[config.mk]
export PLATFORM = sky130hd
export DESIGN_NAME = fsr_status_reg
export DESIGN_NICKNAME = d
export VERILOG_FILES = /design/src/design/fsr_pkg.sv /design/src/design/fsr_sync2.sv /design/src/design/fsr_status_reg.sv
export SDC_FILE = /design/constraint.sdc
export NUM_CORES = 1
export LEC_CHECK = 0
export BUFFER_PORTS_ARGS = -buffer_cell sky130_fd_sc_hd__buf_2
export CORE_ASPECT_RATIO = 0.7
export CORE_MARGIN = 2
export CORE_UTILIZATION = 48
export CTS_BUF_LIST = sky130_fd_sc_hd__clkbuf_4 sky130_fd_sc_hd__clkbuf_8
export CTS_CLUSTER_DIAMETER = 50
export CTS_CLUSTER_SIZE = 16
export DETAILED_ROUTE_END_ITERATION = 10
export HOLD_SLACK_MARGIN = 0.15
export PLACE_DENSITY = 0.7
export SYNTH_ARGS = -nofsm -noshare
export SYNTH_HDL_FRONTEND = slang
export SYNTH_SLANG_ARGS = --single-unit
[constraint.sdc]
create_clock -name ref_clk -period 2 [get_ports ref_clk]
set_input_delay 0.3 -clock ref_clk [delete_from_list [all_inputs] [get_ports ref_clk]]
set_output_delay 0.3 -clock ref_clk [all_outputs]
set_load 0.01 [all_outputs]
[src/design/fsr_pkg.sv]
/*
  Package for the flash status register block: command codes, reset
  values, field positions, the state encoding and the carrier types.
  Assumes a single 20 MHz reference clock and SPI modes 0 and 3.
*/
package fsr_pkg;

  // ----------------------------------------------------------------
  // Command codes
  // ----------------------------------------------------------------
  localparam logic [7:0] OPC_READ_STATUS  = 8'h05; // Stream the status byte
  localparam logic [7:0] OPC_WRITE_STATUS = 8'h01; // Write the lock bit

  // ----------------------------------------------------------------
  // Reset values and counts
  // ----------------------------------------------------------------
  localparam logic       LOCK_RST     = 1'h0;   // Lock bit at power-up
  localparam logic       WEL_RST      = 1'h0;   // Write latch at reset
  localparam logic       FAIL_RST     = 1'h0;   // Failure flag at reset
  localparam logic [2:0] BIT_IDX_MSB  = 3'h7;   // First status bit sent
  localparam logic [2:0] BIT_CNT_LAST = 3'h7;   // Last bit of a byte
  localparam logic [2:0] BIT_CNT_RST  = 3'h0;   // Bit counter start
  localparam logic [3:0] PINS_RST     = 4'hD;   // csN=1 sclk=1 mosi=0 wpN=1

  // ----------------------------------------------------------------
  // Field positions of the write-status data byte
  // ----------------------------------------------------------------
  localparam int WS_LOCK_POS   = 7;  // New lock value
  localparam int WS_GLOBAL_MSB = 5;  // Global protect field, top
  localparam int WS_GLOBAL_LSB = 2;  // Global protect field, bottom

  // ----------------------------------------------------------------
  // Sector summary codes
  // ----------------------------------------------------------------
  localparam int         NUM_SECTORS = 4;
  localparam logic [3:0] SECT_ALL    = 4'hF;  // Every sector protected
  localparam logic [3:0] SECT_NONE   = 4'h0;  // No sector protected
  localparam logic [1:0] SWP_NONE    = 2'h0;  // Summary: none
  localparam logic [1:0] SWP_SOME    = 2'h1;  // Summary: some
  localparam logic [1:0] SWP_ALL     = 2'h3;  // Summary: all

  // ----------------------------------------------------------------
  // Types
  // ----------------------------------------------------------------
  typedef enum logic [4:0] {
    ST_IDLE   = 5'h01,  // Chip select high
    ST_OPCODE = 5'h02,  // Shifting in the command code
    ST_STATUS = 5'h04,  // Streaming the status byte
    ST_WRDATA = 5'h08,  // Collecting the write-status byte
    ST_IGNORE = 5'h10   // Unknown or refused command, wait for release
  } fsr_state_t;

  typedef struct packed {
    logic       lock;       // Protection lock bit
    logic       rsvd;       // Reserved, always zero
    logic       fail;       // Program fail flag
    logic       pinMirror;  // Protect pin mirror
    logic [1:0] soft_protect_summary;        // Soft protect summary
    logic       write_latch_flag;        // Write latch flag
    logic       busy;       // Busy flag
  } fsr_status_t;

  typedef struct packed {
    logic csN;   // Chip select, active low
    logic sclk;  // Serial clock from the host
    logic mosi;  // Serial input
    logic wpN;   // Write protect pin, active low
  } fsr_pins_t;

endpackage : fsr_pkg

[src/design/fsr_sync2.sv]
/*
  Two-flop synchroniser for a group of pin levels.
  Assumes the inputs are asynchronous levels; only the second flop is
  read outside this module.
*/
module fsr_sync2 #(
  parameter int             W   = 4,
  parameter logic [W-1:0]   RST = '0
) (
  input  wire logic         ref_clk,
  input  wire logic         srst,
  input  wire logic [W-1:0] asyncIn,
  output logic      [W-1:0] syncOut
);

  // ----------------------------------------------------------------
  // Flops
  // ----------------------------------------------------------------
  logic [W-1:0] stage1_r;  // Metastable stage, read only by stage two

  // First stage catches the pin level
  always_ff @(posedge ref_clk)
  begin
    if (srst)
      stage1_r <= RST;
    else
      stage1_r <= asyncIn;
  end

  // Second stage is the only stage the logic sees
  always_ff @(posedge ref_clk)
  begin
    if (srst)
      syncOut <= RST;
    else
      syncOut <= stage1_r;
  end

endmodule : fsr_sync2

[src/design/fsr_status_reg.sv]
/*
  Status register logic of a serial flash: decodes read-status and
  write-status on the SPI pins, streams the live status byte and keeps
  the lock bit, the write latch and the failure flag.
  Assumes the program/erase engine, the sector protection registers
  and the other command decoders sit outside and talk over plain ports.
  The serial clock is sampled by ref_clk, so it must stay well below
  a quarter of the reference rate.
*/
// How it works
// - Code 05h starts status output next clock
// - After bit 0, restart at bit 7
// - Each bit sampled live from status
// - Read status accepted even while busy
// - Chip select release ends read, tristates output
// - Bit 7 is the protection lock bit
// - Locked: sector protect commands refused
// - Lock powers up zero, reset command keeps it
// - Pin asserted: lock may only rise
// - Write status stores only bit 7, its frame end clears bit 1
// - Bit 6 always reads zero
// - Bit 5 set when operation failed
// - Aborted operation never sets failure flag
// - Failure flag refreshed after every operation
// - Bit 4 mirrors protect pin level
// - Bits 3:2 summarise sector protection
// - Bit 1 shows the write latch
// - Bit 0 shows busy
// - Write latch cleared by reset and completions
// - Code 01h plus full byte writes lock
module fsr_status_reg
  import fsr_pkg::*;
(
  input  wire logic                        ref_clk,
  input  wire logic                        srst,
  input  wire fsr_pkg::fsr_pins_t          pinsIn,
  output logic                             soOut,
  output logic                             soOeN,
  input  wire logic                        opBusy,
  input  wire logic                        opEnd,
  input  wire logic                        opFail,
  input  wire logic                        opAbort,
  input  wire logic                        weSet,
  input  wire logic                        weClear,
  input  wire logic                        resetCmd,
  input  wire logic [fsr_pkg::NUM_SECTORS-1:0] sectorProt,
  input  wire logic                        protReq,
  output logic                             protGrant,
  output logic                             globalReq,
  output logic                             globalProtect,
  output fsr_pkg::fsr_status_t             statusOut
);
  import fsr_pkg::*;

  // ----------------------------------------------------------------
  // Declarations
  // ----------------------------------------------------------------
  fsr_pins_t   pinsSync;       // Pins after two flops
  logic        sclkPrev_r;     // Last synced serial clock
  logic        csPrev_r;       // Last synced chip select
  logic        sclkRise;       // Host sampling edge
  logic        sclkFall;       // Device output edge
  logic        csRise;         // Chip select released
  fsr_state_t  state_r;        // Command state
  logic [2:0]  bitCnt_r;       // Bits of the current byte
  logic [7:0]  shiftReg_r;     // Incoming serial bits
  logic [7:0]  nextByte;       // Byte completed on this rise
  logic [2:0]  bitIdx_r;       // Status bit to drive next
  logic [7:0]  wsData_r;       // Captured write-status byte
  logic        wsGot_r;        // One full data byte seen
  logic        wsEnd;          // Write-status frame closing
  logic        wsValid;        // Frame closed on a byte boundary
  logic        lockAllowed;    // Pin interlock permits the change
  logic        lock_r;         // Protection lock bit
  logic        wel_r;          // Write latch flag
  logic        fail_r;         // Program fail flag
  logic        soOut_r;        // Serial output data
  logic        soOeN_r;        // Serial output enable, low drives
  logic        globalReq_r;    // Global protect request pulse
  logic        globalProt_r;   // Global protect (1) or unprotect (0)
  fsr_status_t status;         // Live status byte
  logic [7:0]  statusByte;     // Same, flat
  logic        liveBit;        // Status bit selected by the index

  // ----------------------------------------------------------------
  // Summary of the sector protection registers
  // ----------------------------------------------------------------
  function automatic logic [1:0] swpSummary(input logic [NUM_SECTORS-1:0] s);
    if (s == SECT_ALL)
      return SWP_ALL;
    else if (s == SECT_NONE)
      return SWP_NONE;
    else
      return SWP_SOME;
  endfunction : swpSummary

  // ----------------------------------------------------------------
  // Pin synchronisation and edge finding
  // ----------------------------------------------------------------
  fsr_sync2 #(
    .W   (4),
    .RST (PINS_RST)
  ) u_sync (
    .ref_clk (ref_clk),
    .srst    (srst),
    .asyncIn (pinsIn),
    .syncOut (pinsSync)
  );

  // Remember last synced levels for edge detection
  always_ff @(posedge ref_clk)
  begin
    if (srst)
    begin
      sclkPrev_r <= PINS_RST[2];
      csPrev_r   <= PINS_RST[3];
    end
    else
    begin
      sclkPrev_r <= pinsSync.sclk;
      csPrev_r   <= pinsSync.csN;
    end
  end

  assign sclkRise = pinsSync.sclk & ~sclkPrev_r & ~pinsSync.csN;
  assign sclkFall = ~pinsSync.sclk & sclkPrev_r & ~pinsSync.csN;
  assign csRise   = pinsSync.csN & ~csPrev_r;
  assign nextByte = {shiftReg_r[6:0], pinsSync.mosi};

  // ----------------------------------------------------------------
  // Live status byte
  // ----------------------------------------------------------------
  // Built combinationally so every repeated byte carries fresh values
  always_comb
  begin
    status.lock      = lock_r;
    status.rsvd      = 1'h0;
    status.fail      = fail_r;
    status.pinMirror = pinsSync.wpN;
    status.soft_protect_summary       = swpSummary(sectorProt);
    status.write_latch_flag       = wel_r;
    status.busy      = opBusy;
  end

  assign statusByte = status;
  assign liveBit    = statusByte[bitIdx_r];
  assign statusOut  = status;

  // ----------------------------------------------------------------
  // Command state
  // ----------------------------------------------------------------
  // Busy does not gate decoding, so status can be polled mid-operation
  always_ff @(posedge ref_clk)
  begin
    if (srst)
      state_r <= ST_IDLE;
    else if (pinsSync.csN)
      state_r <= ST_IDLE;
    else
    begin
      unique case (state_r)
        ST_IDLE:
          state_r <= ST_OPCODE;
        ST_OPCODE:
          if (sclkRise && bitCnt_r == BIT_CNT_LAST)
          begin
            if (nextByte == OPC_READ_STATUS)
              state_r <= ST_STATUS;
            else if (nextByte == OPC_WRITE_STATUS && wel_r)
              state_r <= ST_WRDATA;
            else
              state_r <= ST_IGNORE;
          end
        ST_STATUS, ST_WRDATA, ST_IGNORE:
          state_r <= state_r;
      endcase
    end
  end

  // ----------------------------------------------------------------
  // Input shifting
  // ----------------------------------------------------------------
  // Bits are sampled on the host's rising edge
  always_ff @(posedge ref_clk)
  begin
    if (srst || state_r == ST_IDLE)
    begin
      bitCnt_r   <= BIT_CNT_RST;
      shiftReg_r <= 8'h00;
    end
    else if (sclkRise && (state_r == ST_OPCODE || state_r == ST_WRDATA))
    begin
      bitCnt_r   <= bitCnt_r + 3'h1;
      shiftReg_r <= nextByte;
    end
  end

  // Keep only the first data byte; later bytes are ignored
  always_ff @(posedge ref_clk)
  begin
    if (srst || state_r == ST_IDLE)
    begin
      wsData_r <= 8'h00;
      wsGot_r  <= 1'h0;
    end
    else if (state_r == ST_WRDATA && sclkRise && bitCnt_r == BIT_CNT_LAST && !wsGot_r)
    begin
      wsData_r <= nextByte;
      wsGot_r  <= 1'h1;
    end
  end

  // ----------------------------------------------------------------
  // Status output
  // ----------------------------------------------------------------
  // Bits change on the falling edge so they are stable at the next rise
  always_ff @(posedge ref_clk)
  begin
    if (srst || state_r != ST_STATUS)
    begin
      bitIdx_r <= BIT_IDX_MSB;
      soOut_r  <= 1'h0;
    end
    else if (sclkFall)
    begin
      soOut_r  <= liveBit;
      bitIdx_r <= bitIdx_r - 3'h1;
    end
  end

  // Drive only while streaming and selected
  always_ff @(posedge ref_clk)
  begin
    if (srst || pinsSync.csN || state_r != ST_STATUS)
      soOeN_r <= 1'h1;
    else if (sclkFall)
      soOeN_r <= 1'h0;
  end

  assign soOut = soOut_r;
  assign soOeN = soOeN_r;

  // ----------------------------------------------------------------
  // Write-status completion
  // ----------------------------------------------------------------
  // Only a release on a byte boundary after a full byte is a completion
  assign wsEnd       = csRise && state_r == ST_WRDATA;
  assign wsValid     = wsEnd && wsGot_r && bitCnt_r == BIT_CNT_RST;
  assign lockAllowed = !(~pinsSync.wpN && lock_r && !wsData_r[WS_LOCK_POS]);

  // Lock bit; srst (power-up) or a valid write status with bit 7 low and the pin released clears it, the reset command does not
  always_ff @(posedge ref_clk)
  begin
    if (srst)
      lock_r <= LOCK_RST;
    else if (wsValid && lockAllowed)
      lock_r <= wsData_r[WS_LOCK_POS];
  end

  // Global protect uses the lock value from before the write
  always_ff @(posedge ref_clk)
  begin
    if (srst)
    begin
      globalReq_r  <= 1'h0;
      globalProt_r <= 1'h0;
    end
    else
    begin
      globalReq_r  <= wsValid && lockAllowed && !lock_r &&
                      (wsData_r[WS_GLOBAL_MSB:WS_GLOBAL_LSB] == SECT_ALL ||
                       wsData_r[WS_GLOBAL_MSB:WS_GLOBAL_LSB] == SECT_NONE);
      globalProt_r <= wsData_r[WS_GLOBAL_MSB:WS_GLOBAL_LSB] == SECT_ALL;
    end
  end

  assign globalReq     = globalReq_r;
  assign globalProtect = globalProt_r;
  assign protGrant     = protReq & ~lock_r;

  // ----------------------------------------------------------------
  // Write latch and failure flag
  // ----------------------------------------------------------------
  // A set in the same cycle as a clear wins, so the enable is not lost
  always_ff @(posedge ref_clk)
  begin
    if (srst)
      wel_r <= WEL_RST;
    else if (weSet)
      wel_r <= 1'h1;
    else if (wsEnd || opEnd || weClear || resetCmd)
      wel_r <= 1'h0;
  end

  // Every finished or aborted operation overwrites the flag
  always_ff @(posedge ref_clk)
  begin
    if (srst)
      fail_r <= FAIL_RST;
    else if (opEnd)
      fail_r <= opFail & ~opAbort;
  end
endmodule : fsr_status_reg

==> impl_summary.txt <==
----------------------------------------------------
[Die]
  Area of the placeable core ... 0.003581 mm2
  Die width ... 77.76 um
  Number of placed I/O pins ... 31
  Area of the die ... 0.004326 mm2
  Starting utilization of the core area ... 0.5105
  Die boundary height ... 55.63 um
  Std-Cell Rows ... 18

[Critical path]
  Capturing element type of the critical path ... flop
  Kind of critical path ... reg -> reg
  Required @ worst endpoint ... 2.22 ns
  Sequence of cells on the critical path ... nor3b_2, nand4b_1, or4b_1, o21ai_0
  Timing startpoint of the critical path ... state_r[3]
  Startpoint kind of the worst setup timing path ... flop
  CP Data Arrival Time ... 1.91 ns
  Reg-to-Reg Start ... state_r[3]
  Critical Path Fanout Max ... 7
  Crit path max-delay cell type ... or4b_1
  Delay of the slowest cell on the worst path ... 0.53 ns

[Min path]
  Startpoint of the worst hold path ... pinsIn[3]
  Min-delay worst type ... in -> reg

[Drt]
  Avg WL per Cell ... 12.68 um
  Number of vias in the routed layout ... 1426
  Antenna-violating nets left ... 0
  Via/cell ratio ... 5.148
  DRC violation total after the first TritonRoute iteration ... 107
  DRC violations left ... 0
  Routed wire length ... 3.513 mm
  Router iterations before antenna repair ... 4

[Final layout]
  Combined flip-flop and latch cell area ... 820.8 um2
  Commonest non-fill, non-tap cells in the layout ... 41 x dfxtp_1, 29 x buf_2, 23 x nand2_1, 12 x nor2_1, 10 x nand3_1
  Number of inserted filler cells in the final layout ... 318
  Fraction of layout cells with a size suffix above 1 ... 0.2379
  Area occupied by multi-input gates ... 897.1 um2
  Net total in the final layout ... 248
  Layout overhead on the synthesized area ... 12.59%
  Most common cell after layout, fill and taps aside ... dfxtp_1
  Total inserted antenna cells ... 0

[Global routing]
  Grt ovf ... 0
  Number of antenna violations at the first check in global routing ... 0
  Global-route wire length before repair ... 5.844 mm
  Via count of the first global-routing pass ... 1270
  Maximum number of pins on one net before global-route repair ... 21
  Overall track demand over capacity in global routing ... 0.1738

[Clock network]
  Post-CTS setup buffer count ... 0
  CTS tree ... built
  Number of hold-repair buffers added at the cts stage ... 0
  CTS Buf Count ... 5
  Resized cells post-CTS ... 0
  H-tree levels ... 2
  Clock buffer depth ... 2
  Clock edge transition at the registers on the reported setup and hold paths ... 0.07 ns
  Clk Tree Root Cell ... clkbuf_8
  Clock latency of the later-clocked register in the worst-skew pair ... 0.29 ns
  Sink Count ... 41

[STA]
  Summed negative setup slack over all endpoints ... 0 ns
  Fmax ... 0.5919 GHz
  Hold violation count in the final report ... 0
  Slew at the pin closest to its max-slew limit ... 0.5122 ns
  Unrepaired setup endpoints after global routing ... false
  Final setup vio count ... 0
  Share of the cycle needed by the critical path after routing ... 0.8447
  Max Slew Vio Count ... 0
  Max-Slew Margin vs Limit ... 0.6560
  Worst clock skew ... 0.007539 ns
  Clock period minus final worst setup slack ... 1.689 ns
  Final WS setup ... 0.3107 ns

[Placement]
  Worst setup slack after placement ... 0.3698 ns
  Gp weighted congestion ... 0.8588
  Number of I/O port buffers ... 29
  HPWL Detailed ... 2.675 mm

[Synth]
  Most frequently used flop master after synthesis ... dfxtp_1
  Mapped Nets ... 223
  Sequential-to-total area share from yosys stat ... 0.4490
  Yosys warnings ... 0
  Fraction of registers with async set or reset after synthesis ... 0
  Average size of a mapped cell ... 9.095 um2
  Number of enable flip-flop cells after synthesis ... 0
  Library cells used by synthesis ... 53
  Cell area after technology mapping ... 0.001828 mm2
  Number of flip-flops and latches in the synthesized netlist ... 41
  Instance count of the mapped netlist ... 201

[Power]
  Power per cell area ... 698.9 mW/mm2
  Leakage power ... 0.8008 nW
  Maximum ir drop on the vdd rail ... 0.0005092 V
  PnR Total Power ... 1.439 mW

[Run status]
  Status ... complete, no violations

[Flow run]
  Max-cap violation count ... 0

----------------------------------------------------
## logic make-up (layout without fill, tap and decap cells)
| group | count (synthesis) | count (layout) | share of synthesized area |
|---|---|---|---|
| simple gates | 91 | 91 | 0.2950 |
| flops | 41 | 41 | 0.4490 |
| compound gates | 34 | 34 | 0.1177 |
| buf+inv | 21 | 47 | 0.06022 |
| mux | 7 | 7 | 0.03902 |
| fa+ha+maj | 4 | 4 | 0.02738 |
| xor+xnor | 2 | 2 | 0.009584 |
| other cells | 1 | 1 | 0.002051 |
## worst max-delay path: cells and delay by family (launching register included)
family	cells	cell delay, ns
AND/OR/NAND/NOR	3	1.09
flip-flops	1	0.45
AO/OA/AOI/OAI	1	0.08
## layout make-up
cell class,instances,area share
timing repair buffer,30,0.07416
tap,50,0.03040
inverter,9,0.01641
multi-input combinational,139,0.4359
sequential,41,0.3988
clock buffer,8,0.04438
## Yosys cell counts (2+ instances only)
cell type  instances  share of area
nor2_1            12          0.025
nand3_1           10          0.027
o21ai_0            3         0.0082
nand2b_1           4          0.014
buf_4              6          0.025
or4_1              2         0.0082
nor3_2             2          0.011
nand3b_1           2         0.0082
dfxtp_1           41           0.45
nand4_1            5          0.017
or2_2              9          0.031
mux2i_1            6          0.033
ha_1               4          0.027
clkbuf_1           4         0.0082
inv_1              9          0.018
a21oi_1            6          0.016
a21o_1             2         0.0082
o211ai_1           3          0.012
nand2_1           23          0.047
nor2b_1            5          0.017
nor4_1             2         0.0068
or4b_1             2          0.011
o21ai_1            9          0.025
## metrics by stage
step                        util  area, um2  hold slack [ns]  std cells
after floorplan                -       1828           0.3895        201
after global placement    0.5493       1967           0.3905        269
after detailed placement  0.5493       1967           0.3936        269
after CTS                 0.5748       2058           0.1943        277
after global routing      0.5748       2058           0.1912        277
final                     0.5748       2058           0.1979        277
## path summary, 6_finish.rpt
check / slack, ns / end / cells after the start
max: 0.31 / lock_r / 4
min: 0.20 / u_sync.stage1_r[3] / 2
max reg2reg: 0.31 / lock_r / 4
min reg2reg: 0.41 / u_sync.syncOut[3] / 1
## registers in the layout, indices dropped and copies added (netlist names)
name	cells
wel_r	1
bitIdx_r	3
fail_r	1
u_sync.syncOut	4
state_r	5
csPrev_r	1
sclkPrev_r	1
globalProtect	1
u_sync.stage1_r	4
soOut	1
bitCnt_r	3
globalReq	1
shiftReg_r	7
soOeN	1
wsData_r	5
lock_r	1
wsGot_r	1
## power by group
group / switching (mW) / total (mW) / internal [mW]
registers: 0.00841 / 0.836 / 0.828
logic: 0.0296 / 0.0588 / 0.0292
clock network: 0.255 / 0.544 / 0.288
## metal layers
| metal | vias to the layer above | share of wire | track usage |
|---|---|---|---|
| met4 | 0 | 0.012 | 0.05357 |
| met5 | - | 0 | 0 |
| met2 | 28 | 0.40 | 0.2328 |
| li1 | 746 | - | - |
| met3 | 8 | 0.051 | 0.05032 |
| met1 | 644 | 0.54 | 0.2651 |
Power figures use the tool's default switching activity.
